--- src/hbd_defs.svh ---
`ifndef HBD_DEFS_SVH
`define HBD_DEFS_SVH
`define HBD_A_CTRL 8'h00
`define HBD_A_STAT 8'h04
`define HBD_A_HOLE 8'h08
`define HBD_A_EADR 8'h0C
`define HBD_A_RGN0 8'h10
`define HBD_A_DRB0 8'h20
`define HBD_B_ECC 0
`define HBD_B_EDO 1
`define HBD_B_SBE 0
`define HBD_B_DBE 1
`define HBD_B_VIO 2
`define HBD_B_RD 16
`define HBD_B_WR 17
`define HBD_B_SMM 18
`define HBD_CTRL_RST 2'h0
`define HBD_RGN_RST 32'h0003_0000
`define HBD_UNIT_LSB 23
`define HBD_QDEPTH 4
`define HBD_NMAST 6
`define HBD_CLK_NS 10
`define HBD_TRCD_NS 30
`define HBD_TCAS_NS 20
`define HBD_TRP_NS 30
`define HBD_CYC(ns) (((ns) + `HBD_CLK_NS - 1) / `HBD_CLK_NS)
`define HBD_IDSEL_NIC 21
`define HBD_IDSEL_SLOT1 23
`define HBD_IDSEL_SCSI 24
`define HBD_IDSEL_SLOT2 25
`define HBD_IDSEL_SLOT3 26
`define HBD_IDSEL_SOUTH 29
`define HBD_IDSEL_VIDEO 31
`endif

--- src/hbd_pkg.sv ---
package hbd_pkg;
   typedef enum logic [3:0] {
      ST_IDLE = 4'h1,
      ST_RAS = 4'h2,
      ST_CAS = 4'h4,
      ST_PRE = 4'h8
   } hbd_state_t;
   typedef enum logic [2:0] {
      TG_NIC, TG_SLOT1, TG_SCSI, TG_SLOT2, TG_SLOT3, TG_SOUTH, TG_VIDEO
   } hbd_tgt_t;
   typedef struct packed {
      logic src;
      logic we;
      logic system_management_mode;
      logic [31:0] addr;
      logic [63:0] wdata;
   } hbd_req_t;
endpackage
--- src/hbd_ctl.sv ---
`timescale 1ns/10ps
`include "hbd_defs.svh"
// Contract
// Correct any single-bit memory error; detect all double and some wider errors.
// Error correction is off after reset until software enables it.
// Memory path is one 72-bit lane: 64 data plus 8 check bits.
// Four DIMM sockets, two row strobe lines per socket.
// Single-banked DIMM uses one row strobe for both halves.
// Double-banked DIMM uses two strobes, each selecting its own bank.
// Total memory 8MB to 1GB from up to four DIMMs.
// Any socket order, mixed sizes; auto-size and report row boundaries.
// Memory flat from zero to top, gaps only at configured holes.
// Regions from configuration registers with enforced read/write attributes.
// Timing for both fast page mode and extended data out DRAM.
// Only memory data is protected; no bus code, no parity.
// Processor side uses 32-bit addresses and a four-deep request queue.
// Deferred processor transactions and write-combining memory writes supported.
// Buffer memory writes; combine processor-to-PCI writes into bursts.
// Bridge arbitrates PCI and grants every requesting master.
// System management mode transactions are supported.
// Configuration target select uses one AD bit per target.
// Clock source gives PCI clock at half processor clock, processor leading. The design has no clock source; everything runs on core_clk.
// Eight check bits per word on write; check and correct on read.
module hbd_ctl
   import hbd_pkg::*;
#(
   parameter int QD = `HBD_QDEPTH,
   parameter int NM = `HBD_NMAST
) (
   // Clock and reset
   input wire logic core_clk,
   input wire logic rstn,
   // Wishbone register slave
   input wire logic wb_cyc,
   input wire logic wb_stb,
   input wire logic wb_we,
   input wire logic [7:0] wb_adr,
   input wire logic [3:0] wb_sel,
   input wire logic [31:0] wb_dat_i,
   output logic [31:0] wb_dat_o,
   output logic wb_ack,
   // Processor memory requests
   input wire logic cpu_req,
   input wire logic cpu_we,
   input wire logic cpu_wc,
   input wire logic cpu_smm,
   input wire logic [31:0] cpu_addr,
   input wire logic [63:0] cpu_wdata,
   output logic cpu_ready,
   output logic cpu_defer,
   output logic cpu_rvalid,
   // PCI master memory requests
   input wire logic pci_mreq,
   input wire logic pci_mwe,
   input wire logic [31:0] pci_maddr,
   input wire logic [63:0] pci_mwdata,
   output logic pci_mready,
   output logic pci_rvalid,
   output logic [63:0] rd_data,
   // Processor to PCI writes
   input wire logic cpu_pwr,
   input wire logic [31:0] cpu_paddr,
   input wire logic [31:0] cpu_pdata,
   output logic pci_bvalid,
   output logic pci_blast,
   output logic [31:0] pci_baddr,
   output logic [31:0] pci_bdata,
   // PCI arbitration and configuration select
   input wire logic [NM-1:0] pci_req,
   output logic [NM-1:0] pci_gnt,
   input wire logic cfg_cycle,
   input wire logic [2:0] cfg_tgt,
   output logic [31:0] cfg_idsel,
   // DIMM size straps, 8MB units per bank
   input wire logic [3:0][6:0] dimm_units,
   input wire logic [3:0] dimm_dbl,
   // DRAM pins
   output logic [7:0] dram_row_n,
   output logic [7:0] dram_cas_n,
   output logic dram_we_n,
   output logic [11:0] dram_ma,
   output logic [71:0] dram_dq_o,
   output logic dram_dq_oe,
   input wire logic [71:0] dram_dq_i
);
   localparam int PW = $clog2(QD);
   localparam int TRCD = `HBD_CYC(`HBD_TRCD_NS);
   localparam int TCAS = `HBD_CYC(`HBD_TCAS_NS);
   localparam int TRP = `HBD_CYC(`HBD_TRP_NS);

   // Hamming over positions 1..71 plus overall parity in bit 7
   function automatic logic [7:0] ecc_gen(input logic [63:0] d);
      logic [7:0] c;
      int k;
      c = 8'h00;
      k = 0;
      for (int p = 1; p < 72; p++) begin
         if ((p & (p - 1)) != 0) begin
            for (int i = 0; i < 7; i++) begin
               if (p[i]) c[i] = c[i] ^ d[k];
            end
            k++;
         end
      end
      c[7] = ^{d, c[6:0]};
      return c;
   endfunction

   function automatic logic [63:0] ecc_fix(input logic [63:0] d, input logic [6:0] s);
      logic [63:0] o;
      int k;
      o = d;
      k = 0;
      for (int p = 1; p < 72; p++) begin
         if ((p & (p - 1)) != 0) begin
            if (7'(p) == s) o[k] = ~o[k];
            k++;
         end
      end
      return o;
   endfunction

   function automatic logic [31:0] wmask(input logic [31:0] o, input logic [31:0] n,
                                         input logic [3:0] s);
      for (int b = 0; b < 4; b++) begin
         if (s[b]) o[b*8 +: 8] = n[b*8 +: 8];
      end
      return o;
   endfunction

   function automatic logic [31:0] idsel(input logic [2:0] t);
      unique case (t)
         TG_NIC: idsel = 32'h1 << `HBD_IDSEL_NIC;
         TG_SLOT1: idsel = 32'h1 << `HBD_IDSEL_SLOT1;
         TG_SCSI: idsel = 32'h1 << `HBD_IDSEL_SCSI;
         TG_SLOT2: idsel = 32'h1 << `HBD_IDSEL_SLOT2;
         TG_SLOT3: idsel = 32'h1 << `HBD_IDSEL_SLOT3;
         TG_SOUTH: idsel = 32'h1 << `HBD_IDSEL_SOUTH;
         TG_VIDEO: idsel = 32'h1 << `HBD_IDSEL_VIDEO;
         default: idsel = 32'h0000_0000;
      endcase
   endfunction

   logic [1:0] ctrl_reg, ctrl_next;
   logic [2:0] stat_reg, stat_next;
   logic [31:0] hole_reg, hole_next, eadr_reg, eadr_next;
   logic [31:0] rgn_reg [4], rgn_next [4];
   logic [7:0] drb_reg [8], drb_next [8];
   logic sized_reg, ack_reg;
   logic [31:0] dat_reg, dat_next;
   hbd_req_t q_reg [QD], q_next [QD];
   logic [PW-1:0] wp_reg, wp_next, rp_reg, rp_next;
   logic [PW:0] cnt_reg, cnt_next;
   hbd_state_t st_reg, st_next;
   logic [3:0] tmr_reg, tmr_next;
   logic [2:0] row_reg, row_next;
   logic done_reg, dsrc_reg, dwe_reg, done_next;
   logic [63:0] rdat_reg, rdat_next;
   logic [7:0] row_n_next, cas_n_next;
   logic we_n_next, oe_next;
   logic [11:0] ma_next;
   logic [NM-1:0] gnt_next;
   logic [$clog2(NM)-1:0] lst_reg, lst_next;
   logic [31:0] idsel_next;
   logic pv_reg, pv_next, bv_next, bl_next;
   logic [31:0] pa_reg, pa_next, pd_reg, pd_next, ba_next, bd_next;
   hbd_req_t hd;
   logic [6:0] unit;
   logic in_hole, perm, ok, space, merge, cap, wr, sbe_ev, dbe_ev, vio_ev;
   logic [7:0] syn;
   logic [2:0] row_sel;

   assign wr = wb_cyc && wb_stb && wb_we && ack_reg;
   assign wb_ack = ack_reg;
   assign wb_dat_o = dat_reg;

   // Register file; status bits are write-one-to-clear, new events win
   always_comb begin
      logic [7:0] acc;
      acc = 8'h00;
      ctrl_next = ctrl_reg;
      hole_next = hole_reg;
      eadr_next = eadr_reg;
      rgn_next = rgn_reg;
      drb_next = drb_reg;
      stat_next = stat_reg;
      dat_next = 32'h0000_0000;
      if (wr && wb_adr == `HBD_A_CTRL) ctrl_next = 2'(wmask(32'(ctrl_reg), wb_dat_i, wb_sel));
      if (wr && wb_adr == `HBD_A_HOLE) hole_next = wmask(hole_reg, wb_dat_i, wb_sel);
      if (wr && wb_adr == `HBD_A_STAT) begin
         stat_next = stat_reg & ~3'(wmask(32'h0, wb_dat_i, wb_sel));
      end
      for (int r = 0; r < 4; r++) begin
         if (wr && wb_adr == `HBD_A_RGN0 + 8'(4 * r)) begin
            rgn_next[r] = wmask(rgn_reg[r], wb_dat_i, wb_sel);
         end
      end
      stat_next[`HBD_B_SBE] = stat_next[`HBD_B_SBE] | sbe_ev;
      stat_next[`HBD_B_DBE] = stat_next[`HBD_B_DBE] | dbe_ev;
      stat_next[`HBD_B_VIO] = stat_next[`HBD_B_VIO] | vio_ev;
      if (sbe_ev || dbe_ev) eadr_next = hd.addr;
      // Sizing from straps once after reset, banks in socket order
      for (int s = 0; s < 4; s++) begin
         for (int h = 0; h < 2; h++) begin
            if (h == 0 || dimm_dbl[s]) acc = acc + 8'(dimm_units[s]);
            if (!sized_reg) drb_next[2*s+h] = acc;
         end
      end
      if (wb_adr == `HBD_A_CTRL) dat_next = 32'(ctrl_reg);
      else if (wb_adr == `HBD_A_STAT) dat_next = 32'(stat_reg);
      else if (wb_adr == `HBD_A_HOLE) dat_next = hole_reg;
      else if (wb_adr == `HBD_A_EADR) dat_next = eadr_reg;
      else if (wb_adr[7:4] == 4'h1 && wb_adr[1:0] == 2'h0) dat_next = rgn_reg[wb_adr[3:2]];
      else if (wb_adr[7:5] == 3'h1 && wb_adr[1:0] == 2'h0) dat_next = 32'(drb_reg[wb_adr[4:2]]);
   end

   always_ff @(posedge core_clk or negedge rstn) begin
      if (!rstn) begin
         ctrl_reg <= `HBD_CTRL_RST;
         stat_reg <= 3'h0;
         hole_reg <= 32'h0000_0000;
         eadr_reg <= 32'h0000_0000;
         // Idle regions grant full access, else unit 0 would be refused
         rgn_reg <= '{default: `HBD_RGN_RST};
         drb_reg <= '{default: 8'h00};
         sized_reg <= 1'b0;
         ack_reg <= 1'b0;
         dat_reg <= 32'h0000_0000;
      end else begin
         ctrl_reg <= ctrl_next;
         stat_reg <= stat_next;
         hole_reg <= hole_next;
         eadr_reg <= eadr_next;
         rgn_reg <= rgn_next;
         drb_reg <= drb_next;
         sized_reg <= 1'b1;
         ack_reg <= wb_cyc && wb_stb && !ack_reg;
         dat_reg <= dat_next;
      end
   end

   // Decode of the queue head: flat map, hole, regions
   always_comb begin
      hd = q_reg[rp_reg];
      unit = hd.addr[`HBD_UNIT_LSB +: 7];
      in_hole = hole_reg[15:8] != 8'h00 && 9'(unit) >= {1'b0, hole_reg[7:0]}
                && 9'(unit) < {1'b0, hole_reg[7:0]} + {1'b0, hole_reg[15:8]};
      perm = 1'b1;
      for (int r = 0; r < 4; r++) begin
         if ({1'b0, unit} >= rgn_reg[r][7:0] && {1'b0, unit} <= rgn_reg[r][15:8]) begin
            perm = perm && (hd.we ? rgn_reg[r][`HBD_B_WR] : rgn_reg[r][`HBD_B_RD]);
            perm = perm && (!rgn_reg[r][`HBD_B_SMM] || hd.system_management_mode);
         end
      end
      row_sel = 3'h0;
      for (int i = 7; i >= 0; i--) begin
         if ({1'b0, unit} < drb_reg[i]) row_sel = 3'(i);
      end
      ok = hd.addr[31:30] == 2'b00 && {1'b0, unit} < drb_reg[7] && !in_hole && perm;
   end

   // Request queue with write combining on the tail entry
   assign space = cnt_reg < (PW+1)'(QD);
   assign merge = cpu_we && cpu_wc && cnt_reg >= (PW+1)'(2) && q_reg[wp_reg - 1'b1].we
                  && !q_reg[wp_reg - 1'b1].src && q_reg[wp_reg - 1'b1].addr == cpu_addr;
   assign pci_mready = space;
   assign cpu_ready = !pci_mreq && (space || merge);
   assign cpu_defer = cpu_req && !cpu_ready;

   always_comb begin
      q_next = q_reg;
      wp_next = wp_reg;
      rp_next = rp_reg;
      cnt_next = cnt_reg;
      if (pci_mreq && space) begin
         q_next[wp_reg] = '{1'b1, pci_mwe, 1'b0, pci_maddr, pci_mwdata};
         wp_next = wp_reg + 1'b1;
         cnt_next = cnt_next + 1'b1;
      end else if (cpu_req && merge) begin
         q_next[wp_reg - 1'b1].wdata = cpu_wdata;
      end else if (cpu_req && space) begin
         q_next[wp_reg] = '{1'b0, cpu_we, cpu_smm, cpu_addr, cpu_wdata};
         wp_next = wp_reg + 1'b1;
         cnt_next = cnt_next + 1'b1;
      end
      if (done_next) begin
         rp_next = rp_reg + 1'b1;
         cnt_next = cnt_next - 1'b1;
      end
   end

   always_ff @(posedge core_clk or negedge rstn) begin
      if (!rstn) begin
         q_reg <= '{default: '0};
         wp_reg <= '0;
         rp_reg <= '0;
         cnt_reg <= '0;
      end else begin
         q_reg <= q_next;
         wp_reg <= wp_next;
         rp_reg <= rp_next;
         cnt_reg <= cnt_next;
      end
   end

   // DRAM sequencer; EDO data is taken after CAS rises, FPM while CAS is low
   assign cap = !hd.we && ((st_reg == ST_CAS && tmr_reg == 4'h0 && !ctrl_reg[`HBD_B_EDO])
                || (st_reg == ST_PRE && tmr_reg == 4'(TRP - 1) && ctrl_reg[`HBD_B_EDO]));
   // Overall parity over the whole received word, not the recomputed bits
   assign syn = {^dram_dq_i, 7'(ecc_gen(dram_dq_i[63:0]) ^ dram_dq_i[71:64])};
   assign sbe_ev = cap && ctrl_reg[`HBD_B_ECC] && syn[7];
   assign dbe_ev = cap && ctrl_reg[`HBD_B_ECC] && !syn[7] && syn[6:0] != 7'h00;
   assign vio_ev = st_reg == ST_IDLE && cnt_reg != '0 && !ok;

   always_comb begin
      st_next = st_reg;
      tmr_next = tmr_reg;
      row_next = row_reg;
      done_next = 1'b0;
      rdat_next = rdat_reg;
      if (tmr_reg != 4'h0) tmr_next = tmr_reg - 1'b1;
      if (cap) begin
         rdat_next = ctrl_reg[`HBD_B_ECC] && sbe_ev ? ecc_fix(dram_dq_i[63:0], syn[6:0])
                     : dram_dq_i[63:0];
      end
      unique case (st_reg)
         ST_IDLE: begin
            if (cnt_reg != '0 && ok) begin
               st_next = ST_RAS;
               tmr_next = 4'(TRCD - 1);
               row_next = row_sel;
            end else if (cnt_reg != '0) begin
               done_next = 1'b1;
               rdat_next = 64'h0000_0000_0000_0000;
            end
         end
         ST_RAS: begin
            if (tmr_reg == 4'h0) begin
               st_next = ST_CAS;
               tmr_next = 4'(TCAS - 1);
            end
         end
         ST_CAS: begin
            if (tmr_reg == 4'h0) begin
               st_next = ST_PRE;
               tmr_next = 4'(TRP - 1);
            end
         end
         ST_PRE: begin
            if (tmr_reg == 4'h0) begin
               st_next = ST_IDLE;
               done_next = 1'b1;
            end
         end
         default: st_next = ST_IDLE;
      endcase
      row_n_next = (st_next == ST_RAS || st_next == ST_CAS) ? ~(8'h01 << row_next) : 8'hFF;
      cas_n_next = st_next == ST_CAS ? 8'h00 : 8'hFF;
      we_n_next = !(hd.we && st_next != ST_IDLE && st_next != ST_PRE);
      oe_next = !we_n_next;
      ma_next = st_next == ST_CAS ? {4'h0, hd.addr[10:3]} : hd.addr[22:11];
   end

   always_ff @(posedge core_clk or negedge rstn) begin
      if (!rstn) begin
         st_reg <= ST_IDLE;
         tmr_reg <= 4'h0;
         row_reg <= 3'h0;
         done_reg <= 1'b0;
         dsrc_reg <= 1'b0;
         dwe_reg <= 1'b0;
         rdat_reg <= 64'h0000_0000_0000_0000;
         dram_row_n <= 8'hFF;
         dram_cas_n <= 8'hFF;
         dram_we_n <= 1'b1;
         dram_dq_oe <= 1'b0;
         dram_ma <= 12'h000;
         dram_dq_o <= '0;
      end else begin
         st_reg <= st_next;
         tmr_reg <= tmr_next;
         row_reg <= row_next;
         done_reg <= done_next;
         dsrc_reg <= hd.src;
         dwe_reg <= hd.we;
         rdat_reg <= rdat_next;
         dram_row_n <= row_n_next;
         dram_cas_n <= cas_n_next;
         dram_we_n <= we_n_next;
         dram_dq_oe <= oe_next;
         dram_ma <= ma_next;
         dram_dq_o <= {ecc_gen(hd.wdata), hd.wdata};
      end
   end

   assign rd_data = rdat_reg;
   assign cpu_rvalid = done_reg && !dsrc_reg && !dwe_reg;
   assign pci_rvalid = done_reg && dsrc_reg && !dwe_reg;

   // Round-robin PCI arbiter, owner keeps the bus while requesting
   always_comb begin
      gnt_next = pci_gnt;
      lst_next = lst_reg;
      if (!(|(pci_req & pci_gnt))) begin
         gnt_next = '0;
         for (int i = NM; i > 0; i--) begin
            if (pci_req[(int'(lst_reg) + i) % NM]) begin
               gnt_next = NM'(1) << ((int'(lst_reg) + i) % NM);
               lst_next = ($clog2(NM))'((int'(lst_reg) + i) % NM);
            end
         end
      end
      idsel_next = cfg_cycle ? idsel(cfg_tgt) : 32'h0000_0000;
   end

   // Back-to-back processor-to-PCI writes to addresses rising by 4 leave as one burst
   always_comb begin
      pv_next = pv_reg;
      pa_next = pa_reg;
      pd_next = pd_reg;
      bv_next = pv_reg;
      bl_next = 1'b1;
      ba_next = pa_reg;
      bd_next = pd_reg;
      if (cpu_pwr) begin
         bl_next = cpu_paddr != pa_reg + 32'h0000_0004;
         pv_next = 1'b1;
         pa_next = cpu_paddr;
         pd_next = cpu_pdata;
      end else begin
         pv_next = 1'b0;
      end
   end

   always_ff @(posedge core_clk or negedge rstn) begin
      if (!rstn) begin
         pci_gnt <= '0;
         lst_reg <= '0;
         cfg_idsel <= 32'h0000_0000;
         pv_reg <= 1'b0;
         pa_reg <= 32'h0000_0000;
         pd_reg <= 32'h0000_0000;
         pci_bvalid <= 1'b0;
         pci_blast <= 1'b0;
         pci_baddr <= 32'h0000_0000;
         pci_bdata <= 32'h0000_0000;
      end else begin
         pci_gnt <= gnt_next;
         lst_reg <= lst_next;
         cfg_idsel <= idsel_next;
         pv_reg <= pv_next;
         pa_reg <= pa_next;
         pd_reg <= pd_next;
         pci_bvalid <= bv_next;
         pci_blast <= bl_next;
         pci_baddr <= ba_next;
         pci_bdata <= bd_next;
      end
   end

   chk_ecc_dbl_flag: assert property (@(posedge core_clk) disable iff (!rstn)
      dbe_ev |=> stat_reg[`HBD_B_DBE]) else $error("double error not flagged");
   chk_ecc_off_raw: assert property (@(posedge core_clk) disable iff (!rstn)
      cap && !ctrl_reg[`HBD_B_ECC] |=> rd_data == $past(dram_dq_i[63:0]))
      else $error("data altered while correction off");
   chk_row_onehot: assert property (@(posedge core_clk) disable iff (!rstn)
      $onehot0(~dram_row_n)) else $error("more than one row strobe");
   chk_cas_in_row: assert property (@(posedge core_clk) disable iff (!rstn)
      !dram_cas_n[0] |-> dram_row_n != 8'hFF) else $error("column strobe without row");
   chk_queue_bound: assert property (@(posedge core_clk) disable iff (!rstn)
      cnt_reg <= (PW+1)'(QD) && !(cnt_reg == (PW+1)'(QD) && !merge && cpu_ready))
      else $error("queue overrun");
   chk_arb_grant: assert property (@(posedge core_clk) disable iff (!rstn)
      |pci_req && !(|(pci_req & pci_gnt)) |=> $onehot(pci_gnt))
      else $error("requester not granted");
   chk_idsel_bit: assert property (@(posedge core_clk) disable iff (!rstn)
      cfg_cycle && cfg_tgt == TG_SOUTH |=> cfg_idsel == 32'h2000_0000)
      else $error("wrong config select");
   chk_vio_blocked: assert property (@(posedge core_clk) disable iff (!rstn)
      vio_ev |=> dram_row_n == 8'hFF && done_reg) else $error("refused access reached DRAM");
   chk_burst_cont: assert property (@(posedge core_clk) disable iff (!rstn)
      pci_bvalid && !pci_blast |=> pci_bvalid && pci_baddr == $past(pci_baddr) + 32'h0000_0004)
      else $error("burst broken");
endmodule

--- config.mk ---
export PLATFORM = sky130hd
export DESIGN_NAME = hbd_ctl
export DESIGN_NICKNAME = d
export VERILOG_FILES = /design/src/hbd_pkg.sv /design/src/hbd_ctl.sv
export VERILOG_INCLUDE_DIRS = /design/src /design/src/src
export SDC_FILE = /design/constraint.sdc
export NUM_CORES = 2
export LEC_CHECK = 0
export BUFFER_PORTS_ARGS = -buffer_cell sky130_fd_sc_hd__buf_2
export CORE_MARGIN = 3
export CORE_UTILIZATION = 39
export CTS_BUF_LIST = sky130_fd_sc_hd__clkbuf_4
export CTS_CLUSTER_DIAMETER = 80
export DETAILED_ROUTE_END_ITERATION = 8
export GPL_ROUTABILITY_DRIVEN = 0
export SYNTH_ARGS = -nofsm -noshare
export SYNTH_HDL_FRONTEND = slang
export SYNTH_SLANG_ARGS = --single-unit
--- constraint.sdc ---
create_clock -name core_clk -period 7.08 [get_ports core_clk]
set_input_delay 0.708 -clock core_clk [delete_from_list [all_inputs] [get_ports core_clk]]
set_output_delay 0.708 -clock core_clk [all_outputs]
set_load 0.02 [all_outputs]
# == Word-level counts from Yosys, hierarchy flattened ==
# Index checks and enable logic that the tools add are counted.
# word_totals
output_inout_bits,308
wordCells,1769
regBits,1049
inputBits,426
# op_classes
n_mux,684
shift,7
reduce_logical,185
n_addsub,83
n_eq_ne,91
bitwise,474
n_lt_le_gt_ge,159
div,6
# ops
cell,count
$mux W64,131
$bwmux W64,63
$mux W32,71
$ge A32 B1 Y1 const B,63
$lt A32 B8 Y1 const B,63
$add A32 B2 Y32 const B,62
$bwmux W396,3
$mux W396,3
$mux W99,5
$bmux W99 S2,2
$demux W99 S2,2
$xor A1 B1 Y1,396
$bmux W1 S6,63
$demux W1 S6,63
$pmux W32 S7,1
$eq A6 B7 Y1 const A,31
$mux W1,216
$lt A32 B5 Y1 const B,6
$mod A32 B4 Y32 const B,6
$shl A1 B32 Y6 const A,6
$logic_and A1 B1 Y1,123
$eq A5 B7 Y1 const A,15
$mux W8,9
$reduce_xor A72 Y1,1
77 further kinds,285

# == Depth between registers and ports, before layout ==
# depth
depth_word,483
mapped_depth,33
mapped_depth_nobuf,32

# == Least setup slack after synthesis ==
# Ideal clock, no wire load.
# synth_path
path_kind,in2reg
start,input dimm_dbl[0]
end,register drb_reg[7] (netlist bit)
arrival_time_ns,6.347
required_ns,6.955
path_slack_ns,0.609
cell_stages,29
path_cell_list,clkbuf_1 mux2_2 fa_1 inv_1 fa_1 nand2_1 o21ai_0 inv_1 ha_1 a21o_1 a21oi_1 xnor2_1 inv_1 ha_1 inv_1 o21bai_1 xor2_1 nand2_1 o21ai_0 ha_1 a21oi_1 xnor2_1 inv_1 ha_1 nor2b_1 o21a_1 o21ai_0 xor3_1 mux2_2
# synth_via
elab_chain_len,10
# synth_lines
element,line_no,rtl
from (decl),hbd_ctl.sv:76,"input wire logic [3:0] dimm_dbl,"
$mux W8 *,hbd_ctl.sv:205,if (h == 0 || dimm_dbl[s]) acc = acc + 8'(dimm_units[s]);
$add A8 B7 Y8 *,hbd_ctl.sv:205,
$add A8 B7 Y8,hbd_ctl.sv:205,
$mux W8 *,hbd_ctl.sv:205,
$add A8 B7 Y8 *,hbd_ctl.sv:205,
$add A8 B7 Y8,hbd_ctl.sv:205,
$mux W8 *,hbd_ctl.sv:205,
$add A8 B7 Y8 *,hbd_ctl.sv:205,
$add A8 B7 Y8,hbd_ctl.sv:205,
$mux W8 *,hbd_ctl.sv:205,
to (signal assigned),hbd_ctl.sv:235,drb_reg <= drb_next;
to (decl),hbd_ctl.sv:148,"logic [7:0] drb_reg [8], drb_next [8];"
# Mark *: on every way between the ends. The rest lies on a longest branch, timed or not.
# A chain may end at the register's enable or synchronous reset.

# == Worst setup path in the final report ==
# Same ends and word-level chain as after synthesis.

==> flow_summary.json <==
{
  "wl_per_cell_um": 22.2,
  "placed_cell_area_um2": 59300,
  "start_kind": "primary input",
  "drv_cap": 0,
  "cp-end-kind": "register",
  "insertion_delay_ns": 1.20,
  "hold_buffers": 478,
  "grt_pass1_vias": 45366,
  "r2r_setup_slack_ns": 1.07,
  "fin_worst_skew_ns": 0.104,
  "fmax_mhz": 159,
  "fin_tns_setup_ns": 0,
  "hold_viol": 0,
  "cp-startpoint": "dimm_dbl[0]",
  "num_vias": 44649,
  "arrival_ns": 7.35,
  "crit_slowest_cell": "fa_1",
  "ys_seq_elements": 1017,
  "synth_edf_count": 0,
  "largest_reg_flops": 396,
  "io_buffers": 708,
  "die-area_um2": 143000,
  "ctsResizeCount": 0,
  "post-route-cell-area_um2": 67800,
  "yosysTopAreaCellShare_pct": 46.1,
  "postCtsSetupBuffers": 0,
  "grt_max_degree": 152,
  "cts_made_buffers": 304,
  "rows": 136,
  "ant_nets": 0,
  "drt_wl_total_mm": 183,
  "leakage_nw": 30.7,
  "setup_violations": 0,
  "cellPowerDensity_nw_per_um2": 523,
  "avgViaCountPerCell": 5.43,
  "cp.required_ns": 8.15,
  "worstSetupPathType": "in2reg",
  "area_growth_pct": 25.2,
  "synth.largest_area_cell": "dfrtp_1",
  "chipWidth_um": 379,
  "synth_area_per_cell_um2": 10.9,
  "gr-usage-all-layers_pct": 25.0,
  "r2r-start": "wp_reg[0]",
  "synthTopCellsByArea": "dfrtp_1, mux4_2, mux2_2",
  "ys_async_sr_fraction_pct": 100,
  "synth-main-ff-cell": "dfrtp_1",
  "pin_count": 734,
  "fin_nets": 6839,
  "syn_inst": 4951,
  "crit_path_max_incr_delay_ns": 0.55,
  "ir_worst_vdd_mv": 2.29,
  "synth_cell_type_count": 75,
  "critical_path_peak_fanout": 3,
  "clk_path_buf_depth": 4,
  "start_util_pct": 39.3,
  "yosys_warnings": 0,
  "drive_gt1_share_pct": 27.1,
  "clk_pin_slew_ns": 0.06,
  "ys_seq_area_share_pct": 47.0,
  "cts.sinks": 1017,
  "first_pass_iters": 7,
  "htree_num_levels": 5,
  "fin_crit_sh_pct": 88.7,
  "drtIter0Drc": 3566,
  "synth_area_um2": 54100,
  "worstRegToRegCells": 14,
  "r2r-end": "q_reg[217]",
  "status": "completed",
  "drcViolationCount": 0,
  "finalCriticalPeriod_ns": 6.28,
  "grt-ovfl-total": 0,
  "root_buffer": "clkbuf_4",
  "die_h_um": 379,
  "drv_slew": 0,
  "grt_pass1_wl_mm": 274,
  "antenna_found_initial": 60,
  "cts_tree": "done",
  "hp-class": "in2async",
  "relSlewSlack_pct": 22.1,
  "rsz0062_at_grt": "no",
  "dp_hpwl_mm": 126,
  "tightest_slew_ns": 1.17,
  "cpMostUsedCell": "inv_1",
  "core_area_um2": 138000
}
## final cells by class
class                      instances  area (um2)
fill                           12701       69900
multi-input combinational       3441       26700
sequential                      1017       25500
timing repair buffer            1241        8930
clock buffer                     446        3350
tap                             1794        2240
inverter                         200         751
clock inverter                    44         246
antenna                           47         118
## cells in the final DEF, fill, tap and decap left out, types with 28 or more instances in the layout
| cell type | instances |
|---|---|
| dfrtp_1 | 994 |
| nor3_1 | 28 |
| clkinv_1 | 35 |
| inv_1 | 199 |
| o21a_1 | 39 |
| clkbuf_4 | 446 |
| a21o_1 | 51 |
| xor2_1 | 88 |
| nand3_1 | 32 |
| buf_2 | 706 |
| nand2_1 | 414 |
| ha_1 | 201 |
| mux4_2 | 178 |
| dlygate4sd3_1 | 478 |
| xnor2_1 | 352 |
| a21oi_1 | 304 |
| nor2_1 | 410 |
| a211oi_1 | 73 |
| mux2i_1 | 39 |
| diode_2 | 47 |
| o21ai_0 | 290 |
| mux2_2 | 279 |
| a22oi_1 | 320 |
| buf_4 | 42 |
## cell families after synthesis
group                    share of synthesized area [%]
adder cells (fa/ha/maj)                           4.92
AND/OR/NAND/NOR                                   8.21
other                                           0.0139
XOR/XNOR                                          7.75
multiplexers                                      14.0
buffers and inverters                             4.05
AO/OA/AOI/OAI                                     14.0
flip-flops                                        47.0
## worst max path at each step
stage	cells after the start	end
2_1_floorplan	29	drb_reg[7]
3_3_place_gp	31	drb_reg[7]
3_5_place_dp	31	drb_reg[7]
4_1_cts	9	cpu_defer
5_1_grt	32	drb_reg[7]
6_report	32	drb_reg[7]
## synth_stat cells, types with 18 or more instances
master and count:
nor3_1 30, dfrtp_1 998, mux2_2 279, a21o_1 51, buf_1 53, inv_1 199
and2_1 23, ha_1 201, xnor2_1 352, a22oi_1 320, nand3_1 32, nand2_1 414
buf_2 62, o21a_1 39, buf_4 37, o21ai_1 21, o21bai_1 18, dfstp_2 19
nand2b_1 26, clkbuf_1 160, mux2i_1 39, mux4_2 178, xor2_1 88, o21ai_0 290
nor2_1 414, a211oi_1 73, nor2b_1 19, a21oi_1 305
## critical path, delay by kind of cell
family	cells	cell delay (ns)
AO/OA/AOI/OAI	8	1.49
adder cells (fa/ha/maj)	7	2.51
XOR/XNOR	4	0.85
multiplexers	1	0.27
AND/OR/NAND/NOR	4	0.41
buffers and inverters	8	1.11
## power breakdown
group | leakage (nW) | internal (mW) | switching (mW)
clock | 2.18 | 2.95 | 2.56
sequential | 12.8 | 7.69 | 1.09
combinational | 15.7 | 9.48 | 11.7
total | 30.7 | 20.1 | 15.3
## through the flow
| stage | worst slack, ns | std cells | total power [mW] | utilization, % | hold slack [ns] |
|---|---|---|---|---|---|
| CTS | 0.696 | 8183 | 35.6 | 49.2 | 0.00144 |
| detailed placement | 0.114 | 7215 | 29.5 | 43.1 | 0.339 |
| global placement | 0.255 | 7215 | 29.2 | 43.1 | 0.332 |
| floorplan | 0.609 | 4975 | 24.4 | - | 0.331 |
| finish | 0.800 | 8230 | 35.4 | 49.2 | 0.133 |
| global route | 0.355 | 8211 | 37.6 | 49.2 | 0.0450 |
## routing by layer
metal / up-vias / part of all wire [%] / global-route usage, %
met5: - / 0.090 / 0
met2: 1928 / 47 / 40.1
met4: 26 / 3.1 / 9.44
li1: 20334 / - / -
met3: 399 / 8.4 / 6.40
met1: 21962 / 41 / 32.5
Power figures use the tool's default switching activity.
